**src/rtl/ioc_pkg.sv**
```systemverilog
package ioc_pkg;
  localparam logic [7:0] IOC_CTRL_ADDR = 8'h00_b2;
  localparam int IOC_EN_BIT = 7;
  localparam int IOC_RDY_BIT = 6;
  localparam int IOC_SUSP_BIT = 5;
  localparam int IOC_SYNC_BIT = 4;
  localparam int IOC_DITHER_BIT = 3;
  localparam int IOC_UNUSED_BIT = 2;
  localparam logic [1:0] IOC_DIV_RESET = 2'h0;
  localparam logic IOC_EN_RESET = 1'b1;
  // dither: triangle period 384 osc cycles, step every 32
  localparam int IOC_TRI_PERIOD = 384;
  localparam int IOC_STEP_CYCLES = 32;
  localparam int IOC_TRI_STEPS = IOC_TRI_PERIOD / IOC_STEP_CYCLES;
  localparam int IOC_SYNC_TCLKS = 3;
  localparam int IOC_SETTLE_CYCLES = 4;
  localparam logic [2:0] IOC_SRC_INT = 3'h0;
  localparam logic [2:0] IOC_SRC_EXT = 3'h1;
  // external oscillator mode field codes
  localparam logic [2:0] IOC_XMODE_OFF = 3'h0;
  localparam logic [2:0] IOC_XMODE_RSVD = 3'h1;
  localparam logic [2:0] IOC_XMODE_CMOS = 3'h2;
  localparam logic [2:0] IOC_XMODE_CMOS2 = 3'h3;
  localparam logic [2:0] IOC_XMODE_RC = 3'h4;
  localparam logic [2:0] IOC_XMODE_CAP = 3'h5;
  localparam logic [2:0] IOC_XMODE_XTAL = 3'h6;
  localparam logic [2:0] IOC_XMODE_XTAL_DIV2 = 3'h7;
endpackage

```
**src/rtl/ioc_osc_ctrl.sv**
```systemverilog
`timescale 1ns/10ps
module ioc_osc_ctrl
  import ioc_pkg::*;
#(
  parameter int SETTLE_CYCLES = IOC_SETTLE_CYCLES,
  parameter int SYNC_TCLKS = IOC_SYNC_TCLKS
) (
  // clock and reset
  input wire logic mclk_i,
  input wire logic rst_i,
  // special-function register port
  input wire logic [7:0] sfr_addr_i,
  input wire logic sfr_wr_i,
  input wire logic sfr_rd_i,
  input wire logic [7:0] sfr_wdata_i,
  output logic [7:0] sfr_rdata_o,
  // suspend wake and timer
  input wire logic wake_any_i,
  input wire logic wake_from_timer_i,
  input wire logic timer_clk_i,
  // external oscillator context
  input wire logic [2:0] ext_mode_i,
  input wire logic [2:0] core_system_clock_source_select_i,
  // oscillator controls
  output logic hf_osc_run_o,
  output logic [3:0] hf_post_div_o,
  output logic signed [3:0] dither_trim_o,
  output logic sel_ext_o,
  output logic sel_int_o,
  output logic crystal_in_pin_claim_o,
  output logic crystal_out_pin_claim_o
);
  import ioc_pkg::*;
  logic hf_osc_enable_bit_q;
  logic suspend_q;
  logic spread_dither_enable_q;
  logic [1:0] hf_post_divider_select_q;
  logic hf_freq_ready_flag_q;
  logic suspend_timer_sync_flag_q;
  logic [7:0] settle_q;
  logic [1:0] sync_cnt_q;
  logic wake_s1_q, wake_s2_q, wtmr_s1_q, wtmr_s2_q, tclk_s1_q, tclk_s2_q, tclk_d_q;
  logic ctrl_wr;
  logic wake_evt;
  logic wake_d_q;
  logic tclk_rise;
  logic ready_read;

  function automatic logic [3:0] div_ratio(input logic [1:0] sel);
    unique case (sel)
      2'h0: div_ratio = 4'h8;
      2'h1: div_ratio = 4'h4;
      2'h2: div_ratio = 4'h2;
      2'h3: div_ratio = 4'h1;
    endcase
  endfunction

  assign ctrl_wr = sfr_wr_i && (sfr_addr_i == IOC_CTRL_ADDR);

  // pin synchronisers
  always_ff @(posedge mclk_i) begin
    if (rst_i) begin
      wake_s1_q <= 1'b0;
      wake_s2_q <= 1'b0;
      wtmr_s1_q <= 1'b0;
      wtmr_s2_q <= 1'b0;
      tclk_s1_q <= 1'b0;
      tclk_s2_q <= 1'b0;
      tclk_d_q <= 1'b0;
      wake_d_q <= 1'b0;
    end else begin
      wake_s1_q <= wake_any_i;
      wake_s2_q <= wake_s1_q;
      wtmr_s1_q <= wake_from_timer_i;
      wtmr_s2_q <= wtmr_s1_q;
      tclk_s1_q <= timer_clk_i;
      tclk_s2_q <= tclk_s1_q;
      tclk_d_q <= tclk_s2_q;
      wake_d_q <= wake_s2_q;
    end
  end
  assign wake_evt = wake_s2_q && !wake_d_q;
  assign tclk_rise = tclk_s2_q && !tclk_d_q;

  always_ff @(posedge mclk_i) begin
    if (rst_i) begin
      hf_osc_enable_bit_q <= IOC_EN_RESET;
      spread_dither_enable_q <= 1'b0;
      hf_post_divider_select_q <= IOC_DIV_RESET;
    end else if (ctrl_wr) begin
      hf_osc_enable_bit_q <= sfr_wdata_i[IOC_EN_BIT];
      spread_dither_enable_q <= sfr_wdata_i[IOC_DITHER_BIT];
      hf_post_divider_select_q <= sfr_wdata_i[1:0];
    end
  end

  // suspend and wake; wake wins over a write
  always_ff @(posedge mclk_i) begin
    if (rst_i) begin
      suspend_q <= 1'b0;
    end else if (wake_evt) begin
      suspend_q <= 1'b0;
    end else if (ctrl_wr && sfr_wdata_i[IOC_SUSP_BIT]) begin
      suspend_q <= 1'b1;
    end
  end

  assign hf_osc_run_o = hf_osc_enable_bit_q && !suspend_q;
  // stopped reads not ready at once
  assign ready_read = hf_freq_ready_flag_q && hf_osc_run_o;

  always_ff @(posedge mclk_i) begin
    if (rst_i) begin
      settle_q <= 8'h00;
      hf_freq_ready_flag_q <= 1'b1;
    end else if (!hf_osc_run_o || (ctrl_wr && sfr_wdata_i[1:0] != hf_post_divider_select_q)) begin
      settle_q <= 8'(SETTLE_CYCLES);
      hf_freq_ready_flag_q <= 1'b0;
    end else if (settle_q != 8'h00) begin
      settle_q <= settle_q - 8'h01;
      hf_freq_ready_flag_q <= 1'b0;
    end else begin
      hf_freq_ready_flag_q <= 1'b1;
    end
  end

  always_ff @(posedge mclk_i) begin
    if (rst_i) begin
      suspend_timer_sync_flag_q <= 1'b0;
      sync_cnt_q <= 2'h0;
    end else if (wake_evt && suspend_q && !wtmr_s2_q) begin
      suspend_timer_sync_flag_q <= 1'b1;
      sync_cnt_q <= 2'(SYNC_TCLKS);
    end else if (suspend_timer_sync_flag_q && tclk_rise) begin
      if (sync_cnt_q == 2'h1) begin
        suspend_timer_sync_flag_q <= 1'b0;
      end
      sync_cnt_q <= sync_cnt_q - 2'h1;
    end
  end

  always_ff @(posedge mclk_i) begin
    if (rst_i) begin
      sfr_rdata_o <= 8'h00;
    end else if (sfr_rd_i && sfr_addr_i == IOC_CTRL_ADDR) begin
      sfr_rdata_o <= {hf_osc_enable_bit_q, ready_read, suspend_q,
                      suspend_timer_sync_flag_q, spread_dither_enable_q, 1'b0,
                      hf_post_divider_select_q};
    end else begin
      sfr_rdata_o <= 8'h00;
    end
  end

  always_ff @(posedge mclk_i) begin
    if (rst_i) begin
      hf_post_div_o <= 4'h8;
    end else begin
      hf_post_div_o <= div_ratio(hf_post_divider_select_q);
    end
  end

  always_ff @(posedge mclk_i) begin
    if (rst_i) begin
      sel_int_o <= 1'b1;
      sel_ext_o <= 1'b0;
    end else begin
      sel_int_o <= core_system_clock_source_select_i == IOC_SRC_INT;
      sel_ext_o <= core_system_clock_source_select_i == IOC_SRC_EXT;
    end
  end

  always_ff @(posedge mclk_i) begin
    if (rst_i) begin
      crystal_in_pin_claim_o <= 1'b0;
      crystal_out_pin_claim_o <= 1'b0;
    end else begin
      crystal_in_pin_claim_o <= ext_mode_i == IOC_XMODE_XTAL || ext_mode_i == IOC_XMODE_XTAL_DIV2;
      crystal_out_pin_claim_o <= ext_mode_i != IOC_XMODE_OFF && ext_mode_i != IOC_XMODE_RSVD;
    end
  end

  ioc_dither u_dither (
    .mclk_i(mclk_i),
    .rst_i(rst_i),
    .enable_i(spread_dither_enable_q && hf_osc_run_o),
    .trim_o(dither_trim_o)
  );
endmodule

```
**src/rtl/ioc_dither.sv**
```systemverilog
`timescale 1ns/10ps
module ioc_dither
  import ioc_pkg::*;
#(
  parameter int STEP_CYCLES = IOC_STEP_CYCLES,
  parameter int TRI_STEPS = IOC_TRI_STEPS
) (
  // clock and reset
  input wire logic mclk_i,
  input wire logic rst_i,
  // control
  input wire logic enable_i,
  // signed frequency trim step
  output logic signed [3:0] trim_o
);
  import ioc_pkg::*;
  localparam int HALF = TRI_STEPS / 2;
  logic [7:0] cyc_q;
  logic [3:0] step_q;
  logic up_q;
  always_ff @(posedge mclk_i) begin
    if (rst_i || !enable_i) begin
      cyc_q <= 8'h00;
    end else if (cyc_q == 8'(STEP_CYCLES - 1)) begin
      cyc_q <= 8'h00;
    end else begin
      cyc_q <= cyc_q + 8'h01;
    end
  end
  always_ff @(posedge mclk_i) begin
    if (rst_i || !enable_i) begin
      step_q <= 4'(HALF / 2);
      up_q <= 1'b1;
    end else if (cyc_q == 8'(STEP_CYCLES - 1)) begin
      if (up_q && step_q == 4'(HALF)) begin
        up_q <= 1'b0;
        step_q <= step_q - 4'h1;
      end else if (!up_q && step_q == 4'h0) begin
        up_q <= 1'b1;
        step_q <= step_q + 4'h1;
      end else if (up_q) begin
        step_q <= step_q + 4'h1;
      end else begin
        step_q <= step_q - 4'h1;
      end
    end
  end
  always_ff @(posedge mclk_i) begin
    if (rst_i || !enable_i) begin
      trim_o <= 4'sh0;
    end else begin
      trim_o <= $signed(step_q) - $signed(4'(HALF / 2));
    end
  end
endmodule

```
**config.mk**
```make
export PLATFORM = sky130hd
export DESIGN_NAME = ioc_osc_ctrl
export DESIGN_NICKNAME = d
export VERILOG_FILES = /design/src/rtl/ioc_pkg.sv /design/src/rtl/ioc_osc_ctrl.sv /design/src/rtl/ioc_dither.sv
export SDC_FILE = /design/constraint.sdc
export NUM_CORES = 1
export LEC_CHECK = 0
export BUFFER_PORTS_ARGS = -buffer_cell sky130_fd_sc_hd__clkbuf_2
export CAP_MARGIN = 25
export CORE_MARGIN = 1.5
export CORE_UTILIZATION = 45
export DETAILED_ROUTE_END_ITERATION = 12
export GPL_ROUTABILITY_DRIVEN = 0
export GPL_TIMING_DRIVEN = 0
export PLACE_DENSITY = 0.68
export SLEW_MARGIN = 20
export SYNTH_ARGS = -nofsm -noshare
export SYNTH_HDL_FRONTEND = slang
export SYNTH_SLANG_ARGS = --single-unit
```
**constraint.sdc**
```tcl
create_clock -name mclk_i -period 2.62 [get_ports mclk_i]
set_clock_uncertainty 0.1 [all_clocks]
set_input_delay 0.524 -clock mclk_i [delete_from_list [all_inputs] [get_ports mclk_i]]
set_output_delay 0.524 -clock mclk_i [all_outputs]
set_load 0.01 [all_outputs]
```
-- Yosys cells after proc, flatten, opt, wreduce, memory -nomap -nowiden
Index checks and enable logic that the tools add are counted.
- flip-flop bits (word level): 58
- bits of input ports: 29
- bitwise gates (word level): 1
- muxes and demuxes: 15
- add/subtract/negate cells: 6
- equality and inequality tests: 12
- reduce and logical (&&, ||, !) cells: 40
- operator list (kind ; count):
    $pmux 4 s4 ; 1
    $logic_and 1x1->1 ; 15
    $mux 4 ; 3
    $add 8x1->8 const B ; 1
    $eq 8x5->1 const B ; 1
    $eq 8x8->1 const B ; 1
    $reduce_bool 2->1 ; 4
    $reduce_bool 8->1 ; 1
    $reduce_or 2->1 ; 4
    $sub 8x1->8 const B ; 1
    $logic_not 1->1 ; 7
    $mux 1 ; 7
    $eq 3x3->1 const B ; 2
    $mux 3 ; 2
    $add 4x1->4 const B ; 1
    $eq 2x1->1 const B ; 2
    $eq 2x2->1 const B ; 2
    $eq 4x3->1 const B ; 1
    $logic_not 4->1 ; 1
    $mux 2 ; 2
    $reduce_and 2->1 ; 2
    $sub 4x1->4 const B ; 1
    $sub 4x3->4 const B ; 1
    $eq 3x1->1 const B ; 1
    8 further kinds ; 10

-- Depth between registers and ports, before layout
- depth in word-level cells: 6
- depth in mapped cells: 7
- gate-level depth less buffers: 7

-- By module
From an unflattened synthesis, not the netlist that was laid out.
- cell total of the unflattened synthesis: 247
- area, all modules: 2446.1 um^2
- by module, submodules not included (module ; seq. area each (um^2) ; instances ; area an instance (um^2) ; cells an instance):
    ioc_osc_ctrl ; 800.8 ; 1 ; 1532.7 ; 148
    ioc_dither ; 340.3 ; 1 ; 913.4 ; 99

-- Least setup slack after synthesis
OpenSTA, ideal clock, no wires.
- path kind: input port to flip-flop
- start point: in sfr_addr_i[0]
- end point: reg settle_q[5]
- buffers on the path: 1
- slack: 558 ps
- setup time: 115 ps
- data arrival time: 1848 ps
- stages on the path: 6
- path through: or4b_1 or3_1 buf_6 a21o_4 nand3_4 nor2_1
- word-level cells in the longest chain between the ends: 5
- RTL lines (what ; line ; text):
    start, declared ; ioc_osc_ctrl.sv:12 ; input wire logic [7:0] sfr_addr_i,
    $eq 8x8->1 ; ioc_osc_ctrl.sv:58 ; assign ctrl_wr = sfr_wr_i && (sfr_addr_i == IOC_CTRL_ADDR);
    $logic_and 1x1->1 ; ioc_osc_ctrl.sv:58 ;
    $logic_and 1x1->1 ; ioc_osc_ctrl.sv:116 ; end else if (!hf_osc_run_o || (ctrl_wr && sfr_wdata_i[1:0] != hf_post_divider_select_q)) begin
    $logic_or 1x1->1 ; ioc_osc_ctrl.sv:116 ;
    $reduce_or 2->1 (no source line) ; - ;
    end signal, assigned ; ioc_osc_ctrl.sv:117 ; settle_q <= 8'(SETTLE_CYCLES);
    end signal, assigned ; ioc_osc_ctrl.sv:120 ; settle_q <= settle_q - 8'h01;
    end, declared ; ioc_osc_ctrl.sv:40 ; logic [7:0] settle_q;
Every way passes these cells.
A chain may end at the register's enable or synchronous reset.

-- Worst setup path after layout
- start point: reg u_dither.cyc_q[0]
- end point: reg u_dither.step_q[3]
- word-level cells in the longest chain between the ends: 1
- RTL lines (what ; line ; text):
    start, declared ; ioc_dither.sv:18 ; logic [7:0] cyc_q;
    start signal, assigned ; ioc_dither.sv:27 ; cyc_q <= cyc_q + 8'h01;
    $eq 8x5->1 ; ioc_dither.sv:34 ; end else if (cyc_q == 8'(STEP_CYCLES - 1)) begin
    end signal, assigned ; ioc_dither.sv:32 ; step_q <= 4'(HALF / 2);
    end signal, assigned ; ioc_dither.sv:37 ; step_q <= step_q - 4'h1;
    end signal, assigned ; ioc_dither.sv:40 ; step_q <= step_q + 4'h1;
    end, declared ; ioc_dither.sv:19 ; logic [3:0] step_q;
Every way passes these cells.

==> impl_metrics.yaml <==
worst_setup_path:
  r2r_cells: 7
  cp_data_arrival_time_ns: 2.09
  crit_fanout: 10
  path_depth: 7
  slowest_delay_ns: 0.40
  critPathBufInv: 1
  crit_type: "register to register"
  rrSetupSlack_ns: 0.69
  cp_slowest_cell: "or4_1"
  path_delay_family: "simple AND/OR/NAND/NOR gates"
  path_cells: "ha_1 > nand4_1 > or4_1 > buf_2 > nor3_1 > a22oi_1 > a21oi_1"
  crit_required_ns: 2.78
  cp-start-kind: "register"
  worstSetupEndpointType: "register"
finish:
  seq_area_sq_um: 1140
  nNetsFinal: 326
  area_growth_pct: 22.7
  diodes: 0
  fill_cells: 442
  drive_gt1_share_pct: 23.1
  multi_input_area_sq_um: 1040
synthesis:
  syn_inst: 235
  synth.top_cells.by_count: "dfxtp_1, nor2_1, nand2_1"
  synthArstFlopShare_pct: 0
  ys_ff_latch: 57
  synthMostInstantiatedCell: "dfxtp_1"
  yosys_warnings: 0
  avgSynthCellArea_sq_um: 9.66
  netlist_area_sq_um: 2270
  synth_edf_count: 0
  yosys.area.top_type: "dfxtp_1"
  ys_types: 46
  synth_top_area_share_pct: 50.3
  synth_flop_cell: "dfxtp_1"
  ys_seq_area_share_pct: 50.3
  syn_nets: 272
  synth_area_leaders: "dfxtp_1, ha_1, nor2_1"
floorplan:
  fp-row-count: 25
  dieArea_sq_um: 5480
  initial_core_util_pct: 47.4
  die_h_um: 74.0
  io_pins: 50
  fp.dieW_um: 74.0
  coreArea_sq_um: 4790
place:
  hpwl_mm: 2.83
  io_buffers: 43
pwr:
  total_power_w: 0.00213
  power_density_nw_per_um2: 766
  ir_worst_vdd_mv: 0.368
  leakage_nw: 1.22
clock_tree:
  cts_made_buffers: 9
  post_cts_buffers: 0
  numClockSinks: 57
  post_cts_resized: 0
  clockBufferDepth: 2
  clk_pin_slew_worst_paths_ns: 0.07
  cts_tree: "yes"
  ctsHtreeMaxLevel: 3
  clk_latency_ns: 0.33
  ctsHoldBuffers: 0
  root_buffer: "clkbuf_8"
timing:
  hold_viol: 0
  rsz0062_at_grt: "no"
  min_period_over_period_pct: 73.6
  min_period_ns: 1.93
  tns_ns: 0
  maxSlewViolCount: 0
  relSlewSlack_pct: 65.1
  setup_viol: 0
  worst_pin_slew_ns: 0.518
  max_freq_ghz: 0.518
grt:
  grt_pass1_vias: 1570
  grt.overflow.total: 0
  grt_pass1_wl_mm: 6.44
  grt_max_degree: 11
  gr-usage-all-layers_pct: 15.6
  antenna_found_initial: 0
min_path:
  holdPathStages: 2
  hold_path.class: "input port to register"
detailed_routing:
  wl_per_cell_um: 10.9
  via_per_inst: 4.77
  ant_nets: 0
  wirelength_mm: 3.94
  first_pass_iters: 4
  drc: 0
  via_count: 1723
  drtIter0Drc: 87
run_status:
  outcome: "complete, no violations"
flow_run:
  cap_violations: 0
[cells by family (layout without fill, tap and decap cells)]
logic type	count (synthesis)	in the layout	synth area share [%]
other	1	1	0.165
adder cells (fa/ha/maj)	8	8	4.41
flip-flops	57	57	50.3
AO/OA/AOI/OAI	22	22	6.95
buffers and inverters	19	78	3.69
multiplexers	7	7	3.14
AND/OR/NAND/NOR	102	102	24.0
XOR/XNOR	19	19	7.33
[layer usage]
layer  vias to the layer above  part of all wire (%)  global-route usage, %
met5                         -                     0                      0
met4                         0                   2.7                   10.5
met3                        10                   5.8                   3.66
met2                        54                    45                   25.2
met1                       768                    46                   18.5
li1                        891                     -                      -
[state kept, by name (all words and copies together) (netlist names), 2 cells and up]
name	cells
sfr_rdata_o	7
sync_cnt_q	2
u_dither.step_q	4
hf_post_divider_select_q	2
settle_q	8
u_dither.trim_o	4
hf_post_div_o	4
u_dither.cyc_q	8
[area by class of cell]
| type | count | area share (%) |
|---|---|---|
| flip-flops and latches | 57 | 41.0 |
| multi-input cells | 159 | 37.5 |
| repair buffers | 43 | 7.73 |
| clock buffers | 12 | 5.93 |
| well taps | 67 | 3.01 |
| clock inverters | 4 | 1.80 |
| plain buffers | 9 | 1.66 |
| inverters | 10 | 1.35 |
[layout by cell type (no fill, tap or decap), drive strengths merged, types with 3 or more instances in the layout]
| cell | n |
|---|---|
| a21oi | 8 |
| a31oi | 3 |
| and2 | 7 |
| and3 | 4 |
| buf | 4 |
| clkbuf | 60 |
| dfxtp | 57 |
| ha | 8 |
| inv | 10 |
| mux2i | 6 |
| nand2 | 21 |
| nand3 | 7 |
| nor2 | 26 |
| nor2b | 10 |
| nor3 | 7 |
| o21ai | 3 |
| xnor2 | 10 |
| xor2 | 9 |
[per-stage QoR]
step | instance area (sq um) | setup WS, ns | utilization [%] | cells | hold slack [ns]
after floorplan | 2270 | 0.558 | - | 235 | 0.314
after CTS | 2780 | 0.678 | 58.2 | 361 | 0.265
after global placement | 2570 | 0.428 | 53.7 | 345 | 0.315
after global routing | 2780 | 0.532 | 58.2 | 361 | 0.274
final | 2780 | 0.691 | 58.2 | 361 | 0.277
after detailed placement | 2570 | 0.425 | 53.7 | 345 | 0.327
[report_power, final]
group          total (W)  switching (W)  internal (W)
clock network   0.000852       0.000338      0.000515
registers       0.000971      0.0000464      0.000924
logic           0.000311       0.000157      0.000154
total            0.00213       0.000541       0.00159
[path summary, 6_finish.rpt]
kind                                   startpoint                              end
max                  u_dither.cyc_q[0]$_SDFF_PP0_  u_dither.step_q[3]$_SDFFE_PP0P_
min          core_system_clock_source_select_i[1]             sel_ext_o$_SDFF_PP0_
max reg2reg          u_dither.cyc_q[0]$_SDFF_PP0_  u_dither.step_q[3]$_SDFFE_PP0P_
min reg2reg                  tclk_s1_q$_SDFF_PP0_             tclk_s2_q$_SDFF_PP0_
No activity file was read; power rests on OpenSTA's default activity.
